### config.mk
export PLATFORM = sky130hd
export DESIGN_NAME = ihd_top
export DESIGN_NICKNAME = d
export VERILOG_FILES = /design/src/ihd_top.v /design/src/ihd_phase.v
export VERILOG_INCLUDE_DIRS = /design/src
export SDC_FILE = /design/constraint.sdc
export NUM_CORES = 2
export LEC_CHECK = 0
export ABC_AREA = 1
export BUFFER_PORTS_ARGS = -buffer_cell sky130_fd_sc_hd__buf_2
export CORE_MARGIN = 5
export CORE_UTILIZATION = 55
export DETAILED_ROUTE_END_ITERATION = 10
export HOLD_SLACK_MARGIN = 0.02
export PLACE_DENSITY = 0.73
export SETUP_SLACK_MARGIN = 0.5
export SLEW_MARGIN = 15
export SYNTH_ARGS = -nofsm -noshare
export SYNTH_HDL_FRONTEND = slang
export SYNTH_SLANG_ARGS = --single-unit
export TNS_END_PERCENT = 100
### constraint.sdc
create_clock -name clk -period 10.03 [get_ports clk]
set_clock_uncertainty 0.1 [all_clocks]
set_input_delay 2.006 -clock clk [delete_from_list [all_inputs] [get_ports clk]]
set_output_delay 2.006 -clock clk [all_outputs]
set_load 0.1 [all_outputs]
### src/ihd_defs.vh
// Constants for the inrush harmonic detector: setting ranges, defaults and widths.
// Assumes inclusion by bare name from design files; definitions only.
`ifndef IHD_DEFS_VH
`define IHD_DEFS_VH
`define IHD_MAG_W        16
`define IHD_PCT_W        7
`define IHD_RATIO_MIN    7'h05
`define IHD_RATIO_MAX    7'h32
`define IHD_RATIO_DEF    7'h0f
`define IHD_SENS_MIN     7'h14
`define IHD_SENS_MAX     7'h64
`define IHD_SENS_DEF     7'h1e
`define IHD_PCT_FULL     7'h64
`endif

### src/ihd_top.v
// Inrush harmonic detector top: three phases, general flag, on/off event pulses.
// Assumes Fourier magnitudes from an upstream analyser, synchronous to clk.
//
// Function
// RULE1: Flag phase inrush when second-harmonic ratio exceeds ratio setting 5-50%, default 15.
// RULE2: Suppress phase flag unless fundamental exceeds sensitivity threshold.
// RULE3: Sensitivity setting 20-100% of CT nominal, step 1, default 30.
// RULE4: Three phases evaluated independently, each with its own flag.
// RULE5: General flag is set when any phase flag is set.
// RULE6: Blocking input disables detection and clears all outputs; the off event still pulses once when a standing flag is cleared.
// RULE7: Report restraint event on when general flag rises, off when it falls.
// RULE8: Operation enable off, the default, keeps all outputs deasserted; switching it off under a standing flag still pulses the off event once.
`timescale 1ns/1ps
`include "ihd_defs.vh"
module ihd_top #(
  parameter MAG_W = `IHD_MAG_W,
  parameter PCT_W = `IHD_PCT_W
) (
  input  wire                 clk,
  input  wire                 rst,
  input  wire [3*MAG_W-1:0]   fund_mag,
  input  wire [3*MAG_W-1:0]   harm2_mag,
  input  wire [MAG_W-1:0]     nominal_mag,
  input  wire                 operation_enable,
  input  wire                 detect_block_in,
  input  wire                 settings_load,
  input  wire [PCT_W-1:0]     harmonic_ratio_setting,
  input  wire [PCT_W-1:0]     fundamental_sensitivity_setting,
  output reg                  inrush_phase1_out,
  output reg                  inrush_phase2_out,
  output reg                  inrush_phase3_out,
  output reg                  inrush_any_out,
  output reg                  restraint_event_on,
  output reg                  restraint_event_off
);
  // Live settings, loaded together by the settings strobe.
  reg  [PCT_W-1:0] ratio_pct;
  reg  [PCT_W-1:0] sens_pct;
  reg              enable;
  // Clamped copies of the incoming settings, ready to be loaded.
  reg  [PCT_W-1:0] next_ratio;
  reg  [PCT_W-1:0] next_sens;
  // Per-phase decisions, before and after the block and enable gate.
  wire [2:0]       phase_detect;
  wire             detect_allowed;
  wire [2:0]       gated;
  wire             any_next;
  // Next values of the two event pulses.
  reg              next_event_on;
  reg              next_event_off;

  // Clamp the ratio setting into its legal range.
  // A value outside the range is pulled to the nearest limit rather than refused,
  // so a careless setting still leaves a working restraint behind it.
  always @* begin
    next_ratio = harmonic_ratio_setting;
    if (harmonic_ratio_setting < `IHD_RATIO_MIN) begin
      next_ratio = `IHD_RATIO_MIN; // RULE1
    end
    if (harmonic_ratio_setting > `IHD_RATIO_MAX) begin
      next_ratio = `IHD_RATIO_MAX; // RULE1
    end
  end

  // Clamp the fundamental sensitivity setting into its legal range.
  // The floor matters most: without it, small noisy currents whose harmonic
  // content is mostly measurement error could raise a flag.
  always @* begin
    next_sens = fundamental_sensitivity_setting;
    if (fundamental_sensitivity_setting < `IHD_SENS_MIN) begin
      next_sens = `IHD_SENS_MIN; // RULE3
    end
    if (fundamental_sensitivity_setting > `IHD_SENS_MAX) begin
      next_sens = `IHD_SENS_MAX; // RULE3
    end
  end

  // Ratio setting register: default after reset, new value on a load strobe.
  always @(posedge clk) begin
    if (rst) begin
      ratio_pct <= `IHD_RATIO_DEF; // RULE1
    end else if (settings_load) begin
      ratio_pct <= next_ratio; // RULE1
    end
  end

  // Sensitivity setting register: loaded in the same way as the ratio.
  always @(posedge clk) begin
    if (rst) begin
      sens_pct <= `IHD_SENS_DEF; // RULE3
    end else if (settings_load) begin
      sens_pct <= next_sens; // RULE3
    end
  end

  // Operation enable: off after reset, so the detector stays silent until it
  // is switched on together with the other settings.
  always @(posedge clk) begin
    if (rst) begin
      enable <= 1'b0; // RULE8
    end else if (settings_load) begin
      enable <= operation_enable; // RULE8
    end
  end

  // Phase 1 detector. The phases share the clock, the reset, the settings and the nominal magnitude and nothing else, so one
  // phase can never raise or hold the flag of another.
  ihd_phase #(
    .MAG_W (MAG_W),
    .PCT_W (PCT_W)
  ) phase1_det (
    .clk         (clk),
    .rst         (rst),
    .fund_mag    (fund_mag[MAG_W-1:0]),
    .harm2_mag   (harm2_mag[MAG_W-1:0]),
    .nominal_mag (nominal_mag),
    .ratio_pct   (ratio_pct),
    .sens_pct    (sens_pct),
    .detect      (phase_detect[0])
  ); // RULE4

  // Phase 2 detector.
  ihd_phase #(
    .MAG_W (MAG_W),
    .PCT_W (PCT_W)
  ) phase2_det (
    .clk         (clk),
    .rst         (rst),
    .fund_mag    (fund_mag[2*MAG_W-1:MAG_W]),
    .harm2_mag   (harm2_mag[2*MAG_W-1:MAG_W]),
    .nominal_mag (nominal_mag),
    .ratio_pct   (ratio_pct),
    .sens_pct    (sens_pct),
    .detect      (phase_detect[1])
  ); // RULE4

  // Phase 3 detector.
  ihd_phase #(
    .MAG_W (MAG_W),
    .PCT_W (PCT_W)
  ) phase3_det (
    .clk         (clk),
    .rst         (rst),
    .fund_mag    (fund_mag[3*MAG_W-1:2*MAG_W]),
    .harm2_mag   (harm2_mag[3*MAG_W-1:2*MAG_W]),
    .nominal_mag (nominal_mag),
    .ratio_pct   (ratio_pct),
    .sens_pct    (sens_pct),
    .detect      (phase_detect[2])
  ); // RULE4

  // Block and enable gate every flag ahead of the output flops.
  // Gating here rather than inside the phase detectors clears all flag outputs at
  // the very next edge, whatever the phase registers hold at that moment.
  // The phase registers keep running meanwhile, so release is just as quick.
  assign detect_allowed = enable && !detect_block_in; // RULE6 RULE8
  assign gated          = detect_allowed ? phase_detect : 3'h0; // RULE6 RULE8

  // The general flag is the OR of the gated phase flags, so it can never
  // disagree with the phase outputs that are loaded at the same edge.
  assign any_next = |gated; // RULE5

  // Edge detection of the general flag against its registered copy.
  // That copy is cleared in reset, the idle level of the flag, so no false
  // event follows the release of reset.
  always @* begin
    next_event_on  = any_next && !inrush_any_out; // RULE7
    next_event_off = !any_next && inrush_any_out; // RULE7
  end

  // Phase 1 flag.
  always @(posedge clk) begin
    if (rst) begin
      inrush_phase1_out <= 1'b0;
    end else begin
      inrush_phase1_out <= gated[0]; // RULE4
    end
  end

  // Phase 2 flag.
  always @(posedge clk) begin
    if (rst) begin
      inrush_phase2_out <= 1'b0;
    end else begin
      inrush_phase2_out <= gated[1]; // RULE4
    end
  end

  // Phase 3 flag.
  always @(posedge clk) begin
    if (rst) begin
      inrush_phase3_out <= 1'b0;
    end else begin
      inrush_phase3_out <= gated[2]; // RULE4
    end
  end

  // General flag, loaded at the same edge as the phase flags.
  always @(posedge clk) begin
    if (rst) begin
      inrush_any_out <= 1'b0;
    end else begin
      inrush_any_out <= any_next; // RULE5
    end
  end

  // On event: a one-cycle pulse in the cycle in which the general flag rises.
  // Downstream logic that only wants changes can count these without polling.
  always @(posedge clk) begin
    if (rst) begin
      restraint_event_on <= 1'b0;
    end else begin
      restraint_event_on <= next_event_on; // RULE7
    end
  end

  // Off event: a one-cycle pulse in the cycle in which the general flag falls.
  // A block or a disable that clears a standing flag reports this as well.
  always @(posedge clk) begin
    if (rst) begin
      restraint_event_off <= 1'b0;
    end else begin
      restraint_event_off <= next_event_off; // RULE7
    end
  end
endmodule // ihd_top

### src/ihd_phase.v
// One phase of the inrush detector: ratio and sensitivity comparisons.
// Assumes magnitudes are unsigned and settings are already clamped to range.
`timescale 1ns/1ps
`include "ihd_defs.vh"
module ihd_phase #(
  parameter MAG_W = `IHD_MAG_W,
  parameter PCT_W = `IHD_PCT_W
) (
  input  wire               clk,
  input  wire               rst,
  input  wire [MAG_W-1:0]   fund_mag,
  input  wire [MAG_W-1:0]   harm2_mag,
  input  wire [MAG_W-1:0]   nominal_mag,
  input  wire [PCT_W-1:0]   ratio_pct,
  input  wire [PCT_W-1:0]   sens_pct,
  output reg                detect
);
  localparam PW = MAG_W + PCT_W;
  localparam [PCT_W-1:0] PCT_FULL = `IHD_PCT_FULL;
  wire [PW-1:0] harm_scaled;
  wire [PW-1:0] fund_scaled;
  wire [PW-1:0] fund_pct;
  wire [PW-1:0] nom_scaled;
  // Cross-multiplied comparisons avoid a divider: h2*100 > f*ratio.
  // Both operands are widened to the product width first, so no bit is lost.
  assign harm_scaled = {{PCT_W{1'b0}}, harm2_mag} * {{MAG_W{1'b0}}, PCT_FULL};
  assign fund_scaled = {{PCT_W{1'b0}}, fund_mag} * {{MAG_W{1'b0}}, ratio_pct};
  assign fund_pct    = {{PCT_W{1'b0}}, fund_mag} * {{MAG_W{1'b0}}, PCT_FULL};
  assign nom_scaled  = {{PCT_W{1'b0}}, nominal_mag} * {{MAG_W{1'b0}}, sens_pct};
  // Registered decision for this phase.
  always @(posedge clk) begin
    if (rst) begin
      detect <= 1'b0;
    end else begin
      detect <= (harm_scaled > fund_scaled) && (fund_pct > nom_scaled); // RULE1 RULE2
    end
  end
endmodule // ihd_phase

==> PnR_summary.wiki <==
{| class="wikitable"
! Metric !! Value
|-
| Fin util || 58.36%
|-
| Adder-Cell Fraction of Synth Area || between 50% and 60%
|-
| Predominant post-synthesis flop cell || sky130_fd_sc_hd__dfxtp_1
|-
| H-Tree Depth || 1
|-
| Mux cell area share after synthesis || 0%
|-
| Fraction of the yosys area taken by sequential cells || around 1.7%
|-
| Library cell appearing most often on the critical path || sky130_fd_sc_hd__inv_1
|-
| Startpoint of the most critical register-to-register path || ratio_pct[3]
|-
| Yosys reg bits || 24
|-
| Post-synthesis cell area || 27880 sq um
|-
| Max-cap viol count || 0
|-
| FMAX || 129.6 MHz
|-
| Via density per instance || around 5
|-
| Pin count of the biggest net entering global routing || 50
|-
| Register-to-Register Path Depth || 29
|-
| Crit-path max cell delay || 0.54 ns
|-
| Period Utilization, post-route || between 70% and 80%
|-
| Power density over the cells || 234.3 nW/um^2
|-
| Postcts setup bufs || 0
|-
| Final hold violation count || 0
|-
| Clock input transition at the sequential cells of the worst setup and hold paths || approximately 0.080 ns
|-
| Signal arrival time at the worst endpoint || 7.83 ns
|-
| Synthesized-area fraction occupied by ao, oa, aoi and oai cells || 8.409%
|-
| Reg-to-reg slack, setup || 3.19 ns
|-
| Number of global-route vias before repair || 22892
|-
| Number of buffers between clock root and the deepest sink || 2
|-
| Main combinational cell family by area after synthesis || adder cells
|-
| Area share of xor/xnor cells in the synthesized design || 5.147%
|-
| Starting density of the core || 55.58%
|-
| Critical path type || in -> reg
|-
| Critical path endpoint category || register
|-
| Post-cts resize count || 0
|-
| CP Launch Type || primary input
|-
| Post-synthesis simple-gate area fraction || 16.97%
|-
| Total die area || 55300 sq um
|-
| CORE AREA || 50170 sq um
|-
| Number of flops mapped to enable cells by yosys || 0
|-
| Fill cell count || 4748
|-
| Count of cells along the worst hold path || 2
|-
| Slowest stage cell, crit path || sky130_fd_sc_hd__fa_1
|-
| Global-route wire length before repair || 105500 um
|-
| Overall track demand over capacity in global routing || about 22%
|-
| Source of the worst hold timing path || ratio_pct[6]
|-
| Count of hold-fix buffers inserted at cts || 0
|-
| Leakage power || 19.01 nW
|-
| Number of nets in the synthesized netlist || 4993
|-
| Post-synthesis async set-or-reset flop share || 0%
|-
| I/O pin count || 137
|-
| Accumulated negative setup slack || 0 ns
|-
| Minimum period implied by the final worst setup slack || 7.718 ns
|-
| TritonCTS clock tree || yes
|-
| Pins over their slew limit || 0
|-
| Share of final-layout standard cells stronger than drive strength 1 || 4.914%
|-
| Mapped Avg Cell Area || 7.106 sq um
|-
| Clock sink count || 24
|-
| Detailed-route DRC error count || 0
|-
| Headroom to the max-slew limit || 52.84%
|-
| Post-layout nets || roughly 5100
|-
| Transition time of the tightest slew-check pin || 0.7027 ns
|-
| Number of routed nets with antenna violations || 0
|-
| Synthesized instance count || 3924
|-
| Chip Height || 235.2 um
|-
| Die W || 235.2 um
|-
| Worst-path fanout max || 10
|-
| Area added between synthesis and finish || 5.008%
|-
| Rows || 82
|-
| DR vias || 23371
|-
| Wire length after detailed routing || 61370 um
|-
| First DRT Iteration DRCs || 1069
|-
| Terminating pin of the worst hold path || ratio_pct[6]
|-
| Unrepaired setup endpoints after global routing || no
|-
| Syn. warnings || 0
|-
| Routed wirelength normalized by instance count || 13.15 um
|-
| Count of different cell masters after synthesis || 49
|-
| Total global routing overflow || 0
|-
| Final weighted congestion of routability-driven global placement || 0.8922
|-
| Path type of the worst min-delay path || reg -> reg
|-
| Number of setup violations in the final report || 0
|-
| Maximum resistive drop on vdd || 0.1695 mV
|-
| Total CTS buffers || 3
|-
| Buffers added on ports || 136
|-
| Run status || finished, final reports clean
|-
| Reg2Reg Capture Point || phase3_det.detect
|-
| First-pass detailed-route iteration total || 5
|-
| Required time reported for the critical path endpoint || 10.15 ns
|-
| Initial antenna violation count || 7
|-
| Clock root buffer master || sky130_fd_sc_hd__clkbuf_16
|-
| Worst skew pair latency || ~0.28 ns
|-
| HPWL reported at the end of detailed placement || 53820 um
|}
==> cells in the mapped netlist, drive strengths merged (29+ instances only) <==
master / instances / area (sq um)
a21oi: 215 / 1095
clkbuf: 72 / 270.3
fa: 342 / 6847
ha: 596 / 7457
inv: 1139 / 4275
nand2: 876 / 3323
nand3: 98 / 495.5
nand4: 29 / 187.7
nor2: 130 / 495.5
o21ai: 90 / 484.2
xnor2: 63 / 551.8
xor2: 100 / 883.4
==> cells in the final DEF (no fill, tap or decap), drive strengths merged, types with 5 or more instances in the layout <==
master / count
o21ai: 90
xor2: 100
nor2: 130
nor3: 22
inv: 1139
nand3: 98
nand4: 29
nor4: 11
o21bai: 11
a21o: 20
nand2: 876
a21oi: 215
xnor2: 63
dfxtp: 24
a21boi: 11
a31oi: 22
fa: 342
o31ai: 11
diode: 5
o211ai: 5
ha: 596
buf: 144
==> critical path, delay by kind of cell <==
kind,cells,cell delay [ns]
adders and majority gates,6,2.76
and+or+nand+nor,13,1.96
buffers and inverters,8,0.65
AOI/OAI and AO/OA,3,0.32
xor gates and xnor gates,1,0.14
==> registers in the layout, summed over array words and instances, names as in the netlist <==
| name | flops |
|---|---|
| enable | 1 |
| inrush_any_out | 1 |
| inrush_phase1_out | 1 |
| inrush_phase2_out | 1 |
| inrush_phase3_out | 1 |
| phase1_det.detect | 1 |
| phase2_det.detect | 1 |
| phase3_det.detect | 1 |
| ratio_pct | 7 |
| restraint_event_off | 1 |
| restraint_event_on | 1 |
| sens_pct | 7 |
==> kinds of logic (layout without fill, tap and decap cells) <==
| logic type | count (synthesis) | after routing |
|---|---|---|
| AOI/OAI and AO/OA | 405 | 405 |
| xor gates and xnor gates | 163 | 163 |
| adders and majority gates | 938 | 938 |
| buffers and inverters | 1222 | 1287 |
| DFF | 24 | 24 |
| other | 0 | 5 |
| and+or+nand+nor | 1172 | 1172 |
==> report_power, final <==
| group | total [W] | switching [W] | internal, W | leakage [nW] |
|---|---|---|---|---|
| sequential | 0.000129 | 0.0000242 | 0.000104 | 0.198 |
| clock | 0.000122 | 0.0000426 | 0.0000796 | 0.0511 |
| combinational | 0.00661 | 0.00402 | 0.00259 | 18.8 |
| total | 0.00686 | 0.00408 | 0.00278 | 19.0 |
==> layer usage <==
layer  GRT usage, %  wire length [um]
met1          31.21             29120
met5              0                27
met4          2.654               743
met2          37.27             28320
met3          2.027              3160
==> cell type report <==
cell class	count	area, sq um	share of cell area (%)
diodes	5	12.51	0.04273
clock buffers	3	75.07	0.2564
multi-input cells	2678	22820	77.92
flip-flops and latches	24	489.2	1.671
inverters	1139	4275	14.60
well taps	672	840.8	2.872
clock inverters	1	30.03	0.1026
repair buffers	144	740.7	2.530
==> metrics by stage <==
step                instance area (sq um)  total power, W  worst slack [ns]  std cells  hold WS, ns
floorplan                           27880        0.005284             2.891       3924       0.3236
global placement                    29160        0.006557             2.076       4657       0.3242
detailed placement                  29160        0.006679             2.026       4657       0.3254
CTS                                 29270        0.006845             2.284       4661       0.3389
global route                        29280        0.007942             1.964       4665       0.3556
finish                              29280        0.006859             2.312       4666       0.3399
==> worst max-delay path by stage <==
stage / to / cells after the start / slack [ns] / start
after floorplan: phase3_det.detect / 30 / 2.89 / fund_mag[41]
after global placement: phase3_det.detect / 31 / 2.08 / fund_mag[41]
after detailed placement: phase3_det.detect / 31 / 2.03 / fund_mag[41]
after CTS: phase3_det.detect / 31 / 2.28 / fund_mag[41]
after global routing: phase3_det.detect / 30 / 1.96 / fund_mag[36]
final: phase3_det.detect / 31 / 2.31 / fund_mag[41]
Note: power is estimated with default switching activity, not from simulation.
